**src/cax_pkg.sv**
```systemverilog
package cax_pkg;
	// ==========================================
	// Widths and constants
	localparam int DATA_W = 8;
	localparam int PC_W = 16;
	localparam logic [7:0] ALL_ONES = 8'hFF;
	localparam logic [7:0] ZERO_BYTE = 8'h00;
	localparam logic [PC_W-1:0] PC_STEP_ONE = 16'h0001;
	localparam logic [PC_W-1:0] PC_STEP_TWO = 16'h0002;
	localparam logic [PC_W-1:0] PC_STEP_THREE = 16'h0003;
	localparam logic [1:0] CYC_ONE = 2'h1;
	localparam logic [1:0] CYC_TWO = 2'h2;
	// Flag bit positions in the flag vector
	localparam int FLG_C = 0;
	localparam int FLG_Z = 1;
	localparam int FLG_N = 2;
	localparam int FLG_V = 3;
	localparam int FLG_S = 4;
	localparam int FLG_H = 5;
	localparam int FLG_W = 6;
	localparam logic [FLG_W-1:0] FLAGS_RST = 6'h00;
	// ==========================================
	// Operation codes from the decoder
	typedef enum logic [3:0] {
		OP_NONE,
		OP_ADD,
		OP_ADD_CARRY,
		OP_SUB,
		OP_DIFFERENCE_WITH_BORROW,
		OP_DIFFERENCE_IMMEDIATE,
		OP_DIFFERENCE_IMMEDIATE_BORROW,
		OP_AND,
		OP_MASK_WITH_CONSTANT,
		OP_OR,
		OP_MERGE_WITH_CONSTANT,
		OP_SET_BITS_IMMEDIATE,
		OP_CLEAR_BITS_IMMEDIATE,
		OP_ZERO_SIGN_CHECK,
		OP_EQUAL_SKIP,
		OP_COMPARE_IMMEDIATE
	} cax_op_e;
	typedef enum logic [0:0] {
		SK_IDLE,
		SK_SKIP
	} cax_skip_e;
endpackage

```
**src/cax_execute.sv**
```systemverilog
// Function
// - Add two registers, optionally with carry, write back and update Z C N V H in one cycle.
// - Subtract source from destination, maybe with borrow, store, update Z C N V H in one cycle.
// - Subtract a constant, with or without borrow, store and update Z C N V H in one cycle.
// - AND with register or constant is written back updating only Z N V S in one cycle.
// - OR with register or constant, including set bits, is written back updating Z N V.
// - Clear bits ANDs with all ones minus the mask, stores and updates Z N V.
// - Test ANDs the register with itself, keeps it and sets Z N V.
// - Equal compare skips the next instruction by 2 or 3, 1 or 2 cycles, no flags.
// - Compare immediate takes destination minus constant, stores nothing, updates Z N V C H.
// - Bit-low skip advances by 2 or 3 when the chosen bit is zero, no flags.
`timescale 1ns/1ns
`default_nettype none
module cax_execute
	import cax_pkg::*;
(
	// Clock and reset
	input wire logic clk,
	input wire logic reset,
	// Instruction from the decoder
	input wire logic issue,
	input wire cax_op_e opCode,
	input wire logic bitSkip,
	input wire logic [7:0] destVal,
	input wire logic [7:0] sourceReg,
	input wire logic [7:0] immVal,
	input wire logic [2:0] bitSel,
	input wire logic nextIsLong,
	input wire logic [PC_W-1:0] pcIn,
	// Register file write back
	output logic wrEn_r,
	output logic [7:0] wrData_r,
	// Program counter update
	output logic pcLoad_r,
	output logic [PC_W-1:0] pcNext_r,
	// Status and timing
	output logic [FLG_W-1:0] flags_r,
	output logic busy_r,
	output logic done_r
);
	logic [7:0] aluB;
	logic aluCin;
	logic aluSub;
	logic [7:0] aluRes;
	logic aluC;
	logic aluH;
	logic aluV;
	logic [7:0] logicRes;
	logic arith;
	logic logical;
	logic store;
	logic skipTake;
	logic [FLG_W-1:0] flags_nxt;
	cax_skip_e skip_r;
	logic [1:0] cycCount;

	function automatic logic signFlag(input logic n, input logic v);
		signFlag = n ^ v;
	endfunction

	// ==========================================
	// Operand select
	always_comb begin
		aluB = sourceReg;
		aluCin = 1'b0;
		aluSub = 1'b0;
		arith = 1'b0;
		store = 1'b1;
		case (opCode)
			OP_ADD: begin
				arith = 1'b1;
			end
			OP_ADD_CARRY: begin
				arith = 1'b1;
				aluCin = flags_r[FLG_C];
			end
			OP_SUB: begin
				arith = 1'b1;
				aluSub = 1'b1;
			end
			OP_DIFFERENCE_WITH_BORROW: begin
				arith = 1'b1;
				aluSub = 1'b1;
				aluCin = flags_r[FLG_C];
			end
			OP_DIFFERENCE_IMMEDIATE: begin
				arith = 1'b1;
				aluSub = 1'b1;
				aluB = immVal;
			end
			OP_DIFFERENCE_IMMEDIATE_BORROW: begin
				arith = 1'b1;
				aluSub = 1'b1;
				aluB = immVal;
				aluCin = flags_r[FLG_C];
			end
			OP_COMPARE_IMMEDIATE: begin
				arith = 1'b1;
				aluSub = 1'b1;
				aluB = immVal;
				store = 1'b0;
			end
			OP_EQUAL_SKIP: begin
				store = 1'b0;
			end
			OP_NONE: begin
				store = 1'b0;
			end
			default: begin
				arith = 1'b0;
			end
		endcase
		if (bitSkip) begin
			store = 1'b0;
			arith = 1'b0;
		end
	end

	cax_arith u_arith (
		.opA(destVal),
		.opB(aluB),
		.carryIn(aluCin),
		.doSub(aluSub),
		.result(aluRes),
		.carryOut(aluC),
		.halfOut(aluH),
		.overOut(aluV)
	);

	// ==========================================
	// Logic unit
	always_comb begin
		logical = ~bitSkip;
		case (opCode)
			OP_AND: logicRes = destVal & sourceReg;
			OP_MASK_WITH_CONSTANT: logicRes = destVal & immVal;
			OP_OR: logicRes = destVal | sourceReg;
			OP_MERGE_WITH_CONSTANT, OP_SET_BITS_IMMEDIATE: logicRes = destVal | immVal;
			OP_CLEAR_BITS_IMMEDIATE: logicRes = destVal & (ALL_ONES - immVal);
			OP_ZERO_SIGN_CHECK: logicRes = destVal & destVal;
			default: begin
				logicRes = ZERO_BYTE;
				logical = 1'b0;
			end
		endcase
	end

	always_comb begin
		flags_nxt = flags_r;
		if (arith) begin
			flags_nxt[FLG_C] = aluC;
			flags_nxt[FLG_H] = aluH;
			flags_nxt[FLG_V] = aluV;
			flags_nxt[FLG_N] = aluRes[7];
			flags_nxt[FLG_Z] = (aluRes == ZERO_BYTE);
			flags_nxt[FLG_S] = signFlag(aluRes[7], aluV);
		end else if (logical) begin
			flags_nxt[FLG_V] = 1'b0;
			flags_nxt[FLG_N] = logicRes[7];
			flags_nxt[FLG_Z] = (logicRes == ZERO_BYTE);
			flags_nxt[FLG_S] = signFlag(logicRes[7], 1'b0);
		end
	end

	assign skipTake = bitSkip ? ~sourceReg[bitSel] :
		(opCode == OP_EQUAL_SKIP) && (destVal == sourceReg);

	// ==========================================
	// Result and flag registers
	always_ff @(posedge clk or posedge reset) begin
		if (reset) begin
			wrEn_r <= 1'b0;
			wrData_r <= ZERO_BYTE;
			flags_r <= FLAGS_RST;
		end else begin
			wrEn_r <= issue && !busy_r && store;
			if (issue && !busy_r) begin
				wrData_r <= arith ? aluRes : logicRes;
				flags_r <= flags_nxt;
			end
		end
	end

	// Program counter and skip timing
	always_ff @(posedge clk or posedge reset) begin
		if (reset) begin
			pcLoad_r <= 1'b0;
			pcNext_r <= '0;
			skip_r <= SK_IDLE;
			busy_r <= 1'b0;
			done_r <= 1'b0;
			cycCount <= '0;
		end else begin
			pcLoad_r <= 1'b0;
			done_r <= 1'b0;
			case (skip_r)
				SK_IDLE: begin
					if (issue) begin
						pcLoad_r <= 1'b1;
						if (skipTake) begin
							pcNext_r <= pcIn + (nextIsLong ? PC_STEP_THREE : PC_STEP_TWO);
							skip_r <= SK_SKIP;
							busy_r <= 1'b1;
							cycCount <= CYC_TWO;
						end else begin
							pcNext_r <= pcIn + PC_STEP_ONE;
							done_r <= 1'b1;
							cycCount <= CYC_ONE;
						end
					end
				end
				SK_SKIP: begin
					skip_r <= SK_IDLE;
					busy_r <= 1'b0;
					done_r <= 1'b1;
				end
				default: skip_r <= SK_IDLE;
			endcase
		end
	end

	// ==========================================
	// Checks
	property p_skip_two;
		@(posedge clk) disable iff (reset)
		issue && !busy_r && skipTake |=> busy_r && cycCount == CYC_TWO ##1 (done_r && !busy_r);
	endproperty
	a_skip_two: assert property (p_skip_two) else $error("skip not two cycles");
	property p_one_cycle;
		@(posedge clk) disable iff (reset)
		issue && !busy_r && !skipTake |=> done_r && !busy_r && cycCount == CYC_ONE;
	endproperty
	a_one_cycle: assert property (p_one_cycle) else $error("not one cycle");
	property p_skip_pc;
		@(posedge clk) disable iff (reset)
		issue && !busy_r && skipTake && !nextIsLong |=> pcNext_r == $past(pcIn) + PC_STEP_TWO;
	endproperty
	a_skip_pc: assert property (p_skip_pc) else $error("skip pc wrong");
	property p_skip_flags;
		@(posedge clk) disable iff (reset)
		issue && !busy_r && (bitSkip || opCode == OP_EQUAL_SKIP) |=> $stable(flags_r);
	endproperty
	a_skip_flags: assert property (p_skip_flags) else $error("skip changed flags");
	property p_cmp_nostore;
		@(posedge clk) disable iff (reset)
		issue && !busy_r && !bitSkip && opCode == OP_COMPARE_IMMEDIATE |=> !wrEn_r;
	endproperty
	a_cmp_nostore: assert property (p_cmp_nostore) else $error("compare stored");
	property p_logic_carry;
		@(posedge clk) disable iff (reset)
		issue && !busy_r && logical |=> $stable(flags_r[FLG_C]) && !flags_r[FLG_V];
	endproperty
	a_logic_carry: assert property (p_logic_carry) else $error("logic flags wrong");
	property p_clear_bits;
		@(posedge clk) disable iff (reset)
		issue && !busy_r && !bitSkip && opCode == OP_CLEAR_BITS_IMMEDIATE
		|=> (wrData_r & $past(immVal)) == ZERO_BYTE;
	endproperty
	a_clear_bits: assert property (p_clear_bits) else $error("clear bits left set");
	property p_test_keep;
		@(posedge clk) disable iff (reset)
		issue && !busy_r && !bitSkip && opCode == OP_ZERO_SIGN_CHECK
		|=> wrData_r == $past(destVal) && flags_r[FLG_Z] == (wrData_r == ZERO_BYTE);
	endproperty
	a_test_keep: assert property (p_test_keep) else $error("test altered value");
	property p_sub_zero;
		@(posedge clk) disable iff (reset)
		issue && !busy_r && !bitSkip && opCode == OP_SUB
		|=> flags_r[FLG_Z] == ($past(destVal) == $past(sourceReg));
	endproperty
	a_sub_zero: assert property (p_sub_zero) else $error("sub zero flag wrong");
	c_skip: cover property (@(posedge clk) disable iff (reset) issue && skipTake);
	c_add: cover property (@(posedge clk) disable iff (reset) issue && opCode == OP_ADD_CARRY);
	c_cmp: cover property (@(posedge clk) disable iff (reset)
		issue && opCode == OP_COMPARE_IMMEDIATE);
endmodule
`default_nettype wire

```
**src/cax_arith.sv**
```systemverilog
`timescale 1ns/1ns
`default_nettype none
module cax_arith
	import cax_pkg::*;
(
	// Operands
	input wire logic [7:0] opA,
	input wire logic [7:0] opB,
	input wire logic carryIn,
	input wire logic doSub,
	// Result
	output logic [7:0] result,
	output logic carryOut,
	output logic halfOut,
	output logic overOut
);
	logic [8:0] wide;
	logic [4:0] low;
	// Eight-bit add or subtract, carry reported apart from the byte
	always_comb begin
		if (doSub) begin
			wide = {1'b0, opA} - {1'b0, opB} - {8'h00, carryIn};
			low = {1'b0, opA[3:0]} - {1'b0, opB[3:0]} - {4'h0, carryIn};
		end else begin
			wide = {1'b0, opA} + {1'b0, opB} + {8'h00, carryIn};
			low = {1'b0, opA[3:0]} + {1'b0, opB[3:0]} + {4'h0, carryIn};
		end
		result = wide[7:0];
		carryOut = wide[8];
		halfOut = low[4];
		if (doSub) begin
			overOut = (opA[7] & ~opB[7] & ~wide[7]) | (~opA[7] & opB[7] & wide[7]);
		end else begin
			overOut = (opA[7] & opB[7] & ~wide[7]) | (~opA[7] & ~opB[7] & wide[7]);
		end
	end
endmodule
`default_nettype wire

```
**config.mk**
```make
export PLATFORM = sky130hd
export DESIGN_NAME = cax_execute
export DESIGN_NICKNAME = d
export VERILOG_FILES = /design/src/cax_pkg.sv /design/src/cax_execute.sv /design/src/cax_arith.sv
export SDC_FILE = /design/constraint.sdc
export NUM_CORES = 1
export LEC_CHECK = 0
export ABC_AREA = 1
export BUFFER_PORTS_ARGS = -buffer_cell sky130_fd_sc_hd__buf_2
export CAP_MARGIN = 20
export CELL_PAD_IN_SITES_DETAIL_PLACEMENT = 1
export CELL_PAD_IN_SITES_GLOBAL_PLACEMENT = 1
export CORE_ASPECT_RATIO = 1.25
export CORE_MARGIN = 3
export CORE_UTILIZATION = 41
export DETAILED_ROUTE_END_ITERATION = 8
export PLACE_DENSITY_LB_ADDON = 0.1
export SETUP_SLACK_MARGIN = 0.3
export SYNTH_ARGS = -nofsm -noshare
export SYNTH_HDL_FRONTEND = slang
export SYNTH_SLANG_ARGS = --single-unit
```
**constraint.sdc**
```tcl
create_clock -name clk -period 5.2 [get_ports clk]
set_input_delay 0.26 -clock clk [delete_from_list [all_inputs] [get_ports clk]]
set_output_delay 0.26 -clock clk [all_outputs]
set_load 0.01 [all_outputs]
```
======== Word level (Yosys, flattened, before mapping) ========
Index checks and enable logic that the tools add are counted.
cells by class
  muxes and demuxes ....................... 31
  $add $sub $neg .......................... 11
  order comparisons ....................... 1
  reductions and logical operators ........ 19
  equal/unequal tests ..................... 18
  bitwise operators ....................... 23
operators with widths
  cell                     number
  $pmux W8 S6              1
  $and A8 B8 Y8            4
  $eq A4 B4 Y1 const B     8
  $mux W1                  19
  $add A16 B1 Y16 const B  1
  $add A16 B2 Y16          1
  $eq A4 B3 Y1 const B     4
  $logic_not A8 Y1         2
  $mux W16                 1
  $mux W8                  2
  $or A8 B8 Y8             2
  $reduce_or A7 Y1         2
  $add A8 B8 Y9            1
  $add A9 B1 Y9            1
  $mux W9                  1
  $reduce_or A3 Y1         3
  $sub A8 B8 Y9            1
  $sub A9 B1 Y9            1
  $and A1 B1 Y1            8
  $eq A4 B2 Y1 const B     2
  $eq A8 B8 Y1             1
  $mux W4                  2
  $reduce_and A2 Y1        4
  $sub A8 B8 Y8 const A    1
  19 further kinds         30
word-level totals
  register bits after elaboration ......... 35
  input port bits ......................... 52
  word-level logic and storage cells ...... 112
  output and inout bits ................... 34

======== Logic depth before layout (Yosys ltp) ========
Gate-level depths: netlist of the first run.
  depth in word-level cells ............... 12
  mapped depth ............................ 24
  mapped depth without buffers ............ 24

======== By module ========
From an unflattened synthesis of the first run, not the netlist that was laid out.
second synthesis, totals
  cell total of the unflattened synthesis .. 586
  area, all modules ....................... 3724.8 um2
by module, submodules not included
  module       sequential area each (um2)  area each (um2)  cells each  times used
  cax_execute  875.8                       2640.0           406         1
  cax_arith    0.0                         1084.8           180         1

======== Worst setup path before layout of the first run ========
OpenSTA, ideal clock, no wires.
  kind .................................... input-to-reg
  start point ............................. in opCode[2]
  end point ............................... reg flags_r[4]
  buffers on the path ..................... 2
  stages .................................. 20
  arrival time ............................ 2.735 ns
  setup time .............................. 0.121 ns
  required time ........................... 5.079 ns
  path slack .............................. 2.344 ns
  cell sequence ........................... buf_6 nand2_4 o21ai_4 clkbuf_1 o21ai_0 ha_1 inv_1 ha_1 nand2_1 inv_1 a21oi_1 nand2_1 nand2_1 nand3_2 nand3_1 nand2_1 nand2_1 nand3_1 nand3_1 a21oi_1
on the way
  longest elaborated chain between the ends .. 12
  elaborated cells between the ends (all ways) .. 50
  classes of those cells .................. add/sub: 4; eq/ne: 14; mux: 11; bitwise: 13; reduce/logical: 8
RTL lines
  item                                            RTL line                          RTL
  start: declaration                              cax_execute.sv:22                 input wire cax_op_e opCode,
  $eq A4 B4 Y1 or $eq A4 B3 Y1 (tied branches)    cax_execute.sv:69                 case (opCode)
  $reduce_or A3 Y1 (no source line)               n/a
  $mux W8                                         cax_execute.sv:69
  $add A8 B8 Y9 or $sub A8 B8 Y9 (tied branches)  cax_arith.sv:25, cax_arith.sv:22
  $add A9 B1 Y9 or $sub A9 B1 Y9 (tied branches)  cax_arith.sv:25, cax_arith.sv:22
  $mux W9                                         cax_arith.sv:21                   if (doSub) begin
  $not A1 Y1                                      cax_arith.sv:32, cax_arith.sv:34
  $and A1 B1 Y1 (on tied branches)                cax_arith.sv:34, cax_arith.sv:32
  $or A1 B1 Y1 (on tied branches)                 cax_arith.sv:34, cax_arith.sv:32
  $mux W1                                         cax_arith.sv:31                   if (doSub) begin
  $xor A1 B1 Y1                                   cax_execute.sv:58                 signFlag = n ^ v;
  $mux W4                                         cax_execute.sv:150                if (arith) begin
  end signal: assignment                          cax_execute.sv:179                flags_r <= flags_nxt;
  end: declaration                                cax_execute.sv:37                 output logic [FLG_W-1:0] flags_r,
Several ways; a longest one is shown, not always the timed one. The select of a mux whose other input is x is not followed.
A chain may end at the register's enable or synchronous reset.

======== Final worst setup path of the first run ========
Ends and elaborated chain as after synthesis.

==> Flow_metrics.wiki, run 1 <==
{| class="wikitable"
! Metric !! Value
|-
| Reg2reg setup slack || 2530 ps
|-
| Number of setup buffers added after CTS || 0
|-
| Clk slew on worst S/H paths || roughly 80 ps
|-
| Total leakage power || 2.38 nW
|-
| # port buffers || 85
|-
| TritonCTS clock tree || built
|-
| Die area || 10200 µm²
|-
| Clock latency reported for the late side of the worst-skew pair || 290 ps
|-
| Max-slew headroom at the worst pin || 37.0%
|-
| Data arrival time of the critical path || 3360 ps
|-
| Row cnt || 38
|-
| Data required time of the worst path || approximately 5400 ps
|-
| Nature of the critical path endpoint || register
|-
| Dominant cell type by area after synthesis || dfrtp_1
|-
| Max capacitance violation total || 0
|-
| Max Fanout on Critical Path || 17
|-
| Sort of element at the start of the critical path || input pin
|-
| Worst slew pin tran || 941 ps
|-
| Die H || 112 µm
|-
| Critical path origin || opCode[2]
|-
| Dominant synthesized flop cell || dfrtp_1
|-
| Pre-CTS setup slack || between 1500 and 2000 ps
|-
| Most area-consuming cells after synthesis || dfrtp_1 24%, nand2_1 17%, inv_1 9.3%
|-
| Worst path cell trace || buf_2 > nand2_2 > inv_2 > nand3_2 > o21ai_4 > o21ai_0 > ha_1 > inv_1 > ha_1 > nand2_1 > inv_1 > a21oi_1 > nand2_1 > nand2_1 > nand3_2 > nand3_1 > nand3_1 > nand3_1 > nand3_1 > a21oi_1
|-
| Effective utilization at floorplan || 42.3%
|-
| IR drop worst, VDD || 0.0995 mV
|-
| Gate Count Post-Synth || ~570
|-
| Wire length of the first global-routing pass || 20100 µm
|-
| Core footprint || 8700 µm²
|-
| Total power per unit cell area || 267 nW/µm²
|-
| Grt total ovfl || 0
|-
| Clock sink count || 35
|-
| Top Family by Delay on Critical Path || simple AND/OR/NAND/NOR gates
|-
| Cell type of the slowest stage on the worst timing path || ha_1
|-
| Count of endpoints failing hold in the final timing report || 0
|-
| H-tree lvl count || 2
|-
| Final core utilization || between 40 and 50%
|-
| Remaining antenna violation count || 0
|-
| Drt first pass iters || 4
|-
| Avg Synthesized Cell Area || 6.43 µm²
|-
| Classification of the worst setup path || input pin to register
|-
| Setup repair after global routing missed its margin || no
|-
| Cells resized by post-CTS repair || 0
|-
| Number of distinct standard cells referenced by the synthesized netlist || 41
|-
| Synth Cell Area || between 3000 and 4000 µm²
|-
| Path category of the worst min-delay check || input pin to async pin
|-
| Layout Skew || 9.69 ps
|-
| Total wire length after detailed routing || 12100 µm
|-
| Max Fclk || 318 MHz
|-
| Leading cell type by number of instances after synthesis || nand2_1
|-
| Max Root-Sink Buffers || 2
|-
| Final-layout fill cell count || 1228
|-
| Area share of the largest cell type after synthesis || 23.8%
|-
| Launching point of the worst reg2reg path || flags_r[0]$_DFFE_PP0P_
|-
| Final period utilization || 60.6%
|-
| Average wire per cell in the routed design || 15.5 µm
|-
| Antenna diode count || 0
|-
| DRC violation count after routing || 0
|-
| Part of the Yosys area used for sequential elements || 23.8%
|-
| Final Hold Slack || 52.7 ps
|-
| Fin. max-slew vios || 0
|-
| Proportion of layout cells with a drive suffix above 1 || 18.8%
|-
| Total half-perimeter wirelength after legalization and detailed placement || 10200 µm
|-
| Buffer cell driving the clock tree root || clkbuf_8
|-
| Worst Path Buf+Inv || 4
|-
| Maximum single-stage delay on the critical path || 370 ps
|-
| Num CTS Buffers || 5
|-
| Average vias per placed instance || 5.21
|-
| Total GRT Usage || 24.2%
|-
| Count of state elements after synthesis || 35
|-
| Final setup vio count || 0
|-
| Result of the run || complete, no violations
|-
| Shortest period the worst path allows || 3150 ps
|-
| Synth Net Count || between 600 and 700
|-
| Warnings, synthesis || 0
|-
| Post-synth EDFFs || 0
|-
| Area Overhead vs Synth || 17.5%
|-
| Smallest setup slack after layout || about 2100 ps
|-
| Post-cts hold buffer count || 0
|-
| Pin count of the biggest net entering global routing || 36
|-
| Dominant cell type by count on the critical path || nand3_1
|-
| RD Place Congestion || a little over 0.9
|-
| Die span in x || slightly above 90 µm
|-
| Async set or reset register ratio after synthesis || 100%
|-
| Commonest cells in the synthesized netlist || 163 x nand2_1, 91 x inv_1, 59 x o21ai_0
|-
| I/O pin count || 86
|-
| Final Net Count || 739
|-
| Iter 0 DRT Violations || about 130
|-
| Via count of the first global-routing pass || about 4200
|-
| Total number of vias || between 4000 and 5000
|-
| Number of antenna violations at the first check in global routing || 0
|-
| Setup tns final || 0 ps
|}
kinds of logic (layout without fill, tap and decap cells):
kind of cell               after synthesis  in the layout  synth area share (%)
and+or+nand+nor                        275            275                  33.3
AOI/OAI and AO/OA                      112            112                  16.7
buffers and inverters                  106            191                  11.5
DFF                                     35             35                  23.8
adders and majority gates               30             30                  11.2
xor gates and xnor gates                15             15                  3.57
through the flow:
step / std cells / instance area [µm²] / total power [mW]
floorplan: 573 / 3680 / 0.709
global placement: 770 / 4210 / 0.886
detailed placement: 770 / 4210 / 0.910
CTS: 778 / 4330 / 1.17
global route: 778 / 4330 / 1.26
finish: 778 / 4330 / 1.16
sequential cells by signal, indices dropped and copies added (netlist names):
signal / cells
flags_r: 6
done_r: 1
pcNext_r: 16
skip_r: 1
pcLoad_r: 1
wrEn_r: 1
busy_r: 1
wrData_r: 8
per-layer routing:
| layer | up-vias | part of all wire [%] | GRT usage, % |
|---|---|---|---|
| li1 | 2010 | - | - |
| met1 | 1917 | 40 | 27.1 |
| met2 | 100 | 53 | 45.9 |
| met3 | 25 | 4.6 | 3.38 |
| met4 | 0 | 3.1 | 9.36 |
| met5 | - | 0 | 0 |
layout by cell type, fill, tap and decap left out, drive strengths merged:
cell type,instances
dfrtp,35
o21ai,71
bufinv,1
o22ai,5
o21bai,1
ha,25
clkbuf,6
nand3,42
a21oi,26
a22oi,1
xnor2,7
nor4,4
clkinv,1
or2,2
nor3,3
o2111ai,1
nand2,170
buf,86
nand4,7
a31oi,4
fa,5
xor2,8
nor2,47
a221oi,1
o211ai,2
inv,97
final cells by class:
class	count	area (µm²)	share of cell area, %
Timing Repair Buffer	86	433	10.0
Tap cell	120	150	3.47
Multi-Input combinational cell	432	2380	55.1
Clock buffer	6	82.6	1.91
Clock inverter	2	35.0	0.809
Sequential cell	35	876	20.2
Inverter	97	367	8.47
power by group:
group | leakage, nW | switching (mW) | internal, mW
combinational | 1.88 | 0.343 | 0.191
sequential | 0.436 | 0.0334 | 0.334
clock | 0.0612 | 0.101 | 0.155
worst min-delay path: cells and delay by family:
kind	cells	cell delay [ps]
buf+inv	3	510
final timing paths:
path / depth (start not counted) / endpoint
worst max-delay path: 20 / flags_r[4]$_DFFE_PP0P_
worst min-delay path: 3 / pcNext_r[1]$_DFFE_PP0P_
worst max register to register: 15 / flags_r[1]$_DFFE_PP0P_
worst min register to register: 2 / flags_r[3]$_DFFE_PP0P_
max in group asynchronous: 3 / wrData_r[2]$_DFFE_PP0P_
min in group clk: 2 / wrEn_r$_DFF_PP0_
(Power assumes the default switching activity.)
==> run 2: changes to the inputs <==
--- a/config.mk
+++ b/config.mk
@@ -12,7 +12,7 @@
 export CELL_PAD_IN_SITES_GLOBAL_PLACEMENT = 1
 export CORE_ASPECT_RATIO = 1.25
 export CORE_MARGIN = 3
-export CORE_UTILIZATION = 41
+export CORE_UTILIZATION = 38
 export DETAILED_ROUTE_END_ITERATION = 8
 export PLACE_DENSITY_LB_ADDON = 0.1
 export SETUP_SLACK_MARGIN = 0.3
==> constraint.sdc (replaced) <==
create_clock -name clk -period 3.2 [get_ports clk]
set_input_delay 0.16 -clock clk [delete_from_list [all_inputs] [get_ports clk]]
set_output_delay 0.16 -clock clk [all_outputs]
set_load 0.01 [all_outputs]
==> run 2 against run 1 <==
Compared with the run above: global-route usage fell by 0.48 points; setup slack lost 1600 ps; final cell count is 2.6% higher; clock power is 110% higher; die area grew 7.4%; critical endpoint unchanged.
==> Flow_metrics.wiki, run 2 (same netlist as run 1, synthesis figures left out) <==
{| class="wikitable"
! Metric !! Value
|-
| Layout Skew || 5.64 ps
|-
| Die area || 10900 µm²
|-
| Part of the power in the clock network || 25.9%
|-
| Fin. max-slew vios || 0
|-
| Final setup vio count || 0
|-
| Total power per unit cell area || between 400 and 500 nW/µm²
|-
| Worst slew pin tran || 664 ps
|-
| Total leakage power || between 2 and 2.5 nW
|-
| Setup repair after global routing missed its margin || no
|-
| Launching point of the worst reg2reg path || flags_r[0]$_DFFE_PP0P_
|-
| Data arrival time of the critical path || 2960 ps
|-
| Startpoint of the most critical hold path || opCode[1]
|-
| Clk slew on worst S/H paths || roughly 60 ps
|-
| Drt first pass iters || 4
|-
| Sw frac || 39.4%
|-
| Clock sink count || 35
|-
| Iter 0 DRT Violations || 117
|-
| Reg2reg setup slack || 600 ps
|-
| I/O pin count || 86
|-
| Maximum single-stage delay on the critical path || 320 ps
|-
| Smallest setup slack after layout || 444 ps
|-
| Max Fanout on Critical Path || 8
|-
| Final Net Count || roughly 760
|-
| Sort of element at the start of the critical path || input pin
|-
| Total half-perimeter wirelength after legalization and detailed placement || around 11000 µm
|-
| Max-slew headroom at the worst pin || 55.7%
|-
| Die span in x || 94.1 µm
|-
| TritonCTS clock tree || built
|-
| Pin count of the biggest net entering global routing || 36
|-
| Post-Layout Cell Count || 798
|-
| Count of endpoints failing hold in the final timing report || 0
|-
| Num CTS Buffers || 5
|-
| Number of flip-flops under the largest register name || 16
|-
| R2R Path End || flags_r[1]$_DFFE_PP0P_
|-
| Number of stages on the worst hold path || 2
|-
| Die H || 116 µm
|-
| Area Overhead vs Synth || 26.3%
|-
| RD Place Congestion || 0.922
|-
| Max capacitance violation total || 0
|-
| Path category of the worst min-delay check || input pin to register
|-
| Most frequent cells in the layout || 158 x nand2_1, 88 x inv_1, 85 x buf_2, 52 x o21ai_0, 39 x nand3_1
|-
| Remaining antenna violation count || 0
|-
| Nature of the critical path endpoint || register
|-
| Effective utilization at floorplan || between 30% and 40%
|-
| Pre-CTS setup slack || -150 ps
|-
| Core footprint || a little over 9000 µm²
|-
| Most common library cell in the layout ignoring fill and taps || nand2_1
|-
| Registers with the highest flip-flop counts || pcNext_r (16), wrData_r (8), flags_r (6)
|-
| Final-layout fill cell count || 1282
|-
| Classification of the worst setup path || input pin to register
|-
| Top Family by Delay on Critical Path || simple AND/OR/NAND/NOR gates
|-
| Buffer cell driving the clock tree root || clkbuf_16
|-
| Final period utilization || between 80% and 90%
|-
| Cell type of the slowest stage on the worst timing path || ha_1
|-
| Comb power frac || 45.3%
|-
| Antenna diode count || 0
|-
| Total number of vias || 4103
|-
| Register with the most flip-flops || pcNext_r
|-
| Seq pwr share || around 29%
|-
| IR drop worst, VDD || a little under 0.2 mV
|-
| # port buffers || 85
|-
| Data required time of the worst path || about 3400 ps
|-
| Power spent charging and discharging nets || 819 µW
|-
| Placed cell count || 784
|-
| DRC violation count after routing || 0
|-
| H-tree lvl count || 2
|-
| Proportion of layout cells with a drive suffix above 1 || 24.7%
|-
| Worst Path Buf+Inv || 5
|-
| Result of the run || complete, no violations
|-
| Total GRT Usage || between 20% and 30%
|-
| Max Fclk || 363 MHz
|-
| Multi-input logic area || 2530 µm²
|-
| Grt total ovfl || 0
|-
| Depth of the worst register-to-register path || 15
|-
| Endpoint with the worst hold slack || wrEn_r$_DFF_PP0_
|-
| Clock latency reported for the late side of the worst-skew pair || 280 ps
|-
| Total wire length after detailed routing || 12900 µm
|-
| Worst path cell trace || buf_2 > inv_2 > nand2_2 > nand3_4 > o21ai_4 > buf_6 > nand2_1 > o21ai_2 > ha_4 > inv_2 > ha_1 > nand2_1 > inv_1 > a21oi_2 > nand2_1 > nand2_1 > nand3_2 > nand3_1 > nand3_1 > nand3_1 > nand3_1 > a21oi_1
|-
| Average vias per placed instance || 5.14
|-
| FF+latch area || 876 µm²
|-
| Row cnt || 39
|-
| Wire length of the first global-routing pass || 20400 µm
|-
| Max Root-Sink Buffers || 2
|-
| Internal cell power || 1.26 mW
|-
| Via count of the first global-routing pass || 4210
|-
| Number of antenna violations at the first check in global routing || 0
|-
| Average wire per cell in the routed design || roughly 16 µm
|-
| Shortest period the worst path allows || 2760 ps
|}
## run 2: cell types whose count changed in the layout (fill, tap and decap cells not counted), moves of 4 or more
| cell | previous run | this run |
|---|---|---|
| clkbuf_8 | 6 | 0 |
| nand2_2 | 4 | 8 |
| o21ai_0 | 59 | 52 |
| ha_1 | 25 | 21 |
| nand2_1 | 163 | 158 |
| o21ai_2 | 1 | 5 |
| buf_4 | 1 | 16 |
| clkbuf_16 | 0 | 5 |
| nor2_1 | 40 | 36 |
## run 2: power groups by stage
stage / Combinational, mW / Sequential (mW) / Clock (mW)
2_1_floorplan: 0.503 / 0.649 / 0
5_1_grt: 1.06 / 0.614 / 0.566
3_5_place_dp: 0.889 / 0.607 / 0
4_1_cts: 0.897 / 0.601 / 0.547
3_3_place_gp: 0.864 / 0.600 / 0
6_report: 0.942 / 0.598 / 0.537
## run 2: final cells by class
cell class | count | area share, %
sequential | 35 | 18.8
clock inverter | 1 | 0.646
clock buffer | 6 | 2.77
tap | 123 | 3.31
inverter | 97 | 7.94
timing repair buffer | 103 | 12.2
multi-input combinational | 433 | 54.3
## run 2: what timing repair did
action / 4_1_cts / 5_1_grt
buffers inserted: 0 / 5
pin swaps: 0 / 9
hold buffers: 1 / 0
hold endpoints to repair: 20 / 0
gates cloned: 0 / 1
endpoints found under the setup margin: 5 / 14
resized for setup: 5 / 37
## run 2: worst max-delay path by stage
stage / startpoint / to / slack, ps / cells after the start
after floorplan: opCode[2] / flags_r[4]$_DFFE_PP0P_ / 440 / 20
after CTS: opCode[3] / flags_r[4]$_DFFE_PP0P_ / 280 / 22
after detailed placement: opCode[3] / flags_r[4]$_DFFE_PP0P_ / -150 / 21
after global placement: opCode[3] / flags_r[4]$_DFFE_PP0P_ / 30 / 22
final: opCode[1] / flags_r[4]$_DFFE_PP0P_ / 440 / 22
after global routing: opCode[1] / pcNext_r[12]$_DFFE_PP0P_ / 270 / 21
## run 2: routing by layer
metal | GRT usage [%] | share of wire (%) | up-vias | wire (µm)
met5 | 0 | 0 | - | 0
met4 | 7.32 | 1.9 | 0 | 242
met3 | 2.47 | 3.8 | 14 | 495
met2 | 45.9 | 55 | 89 | 7040
met1 | 27.1 | 40 | 1959 | 5110
li1 | - | - | 2041 | -
## run 2: through the flow
stage	util, %	hold slack, ps	total power, mW	instance area [µm²]	TNS [ps]
global route	50.2	185	2.24	4650	0
CTS	48.2	149	2.04	4470	0
detailed placement	46.3	291	1.50	4300	-441
finish	50.2	159	2.08	4650	0
global placement	46.3	282	1.46	4300	0
floorplan	-	261	1.15	3680	0
## run 2: worst reg2reg max path: cells and delay by family (launching register included)
kind,cells,cell delay (ps)
compound gates,4,670
flops,1,390
simple gates,7,510
buf+inv,2,170
fa+ha+maj,2,750
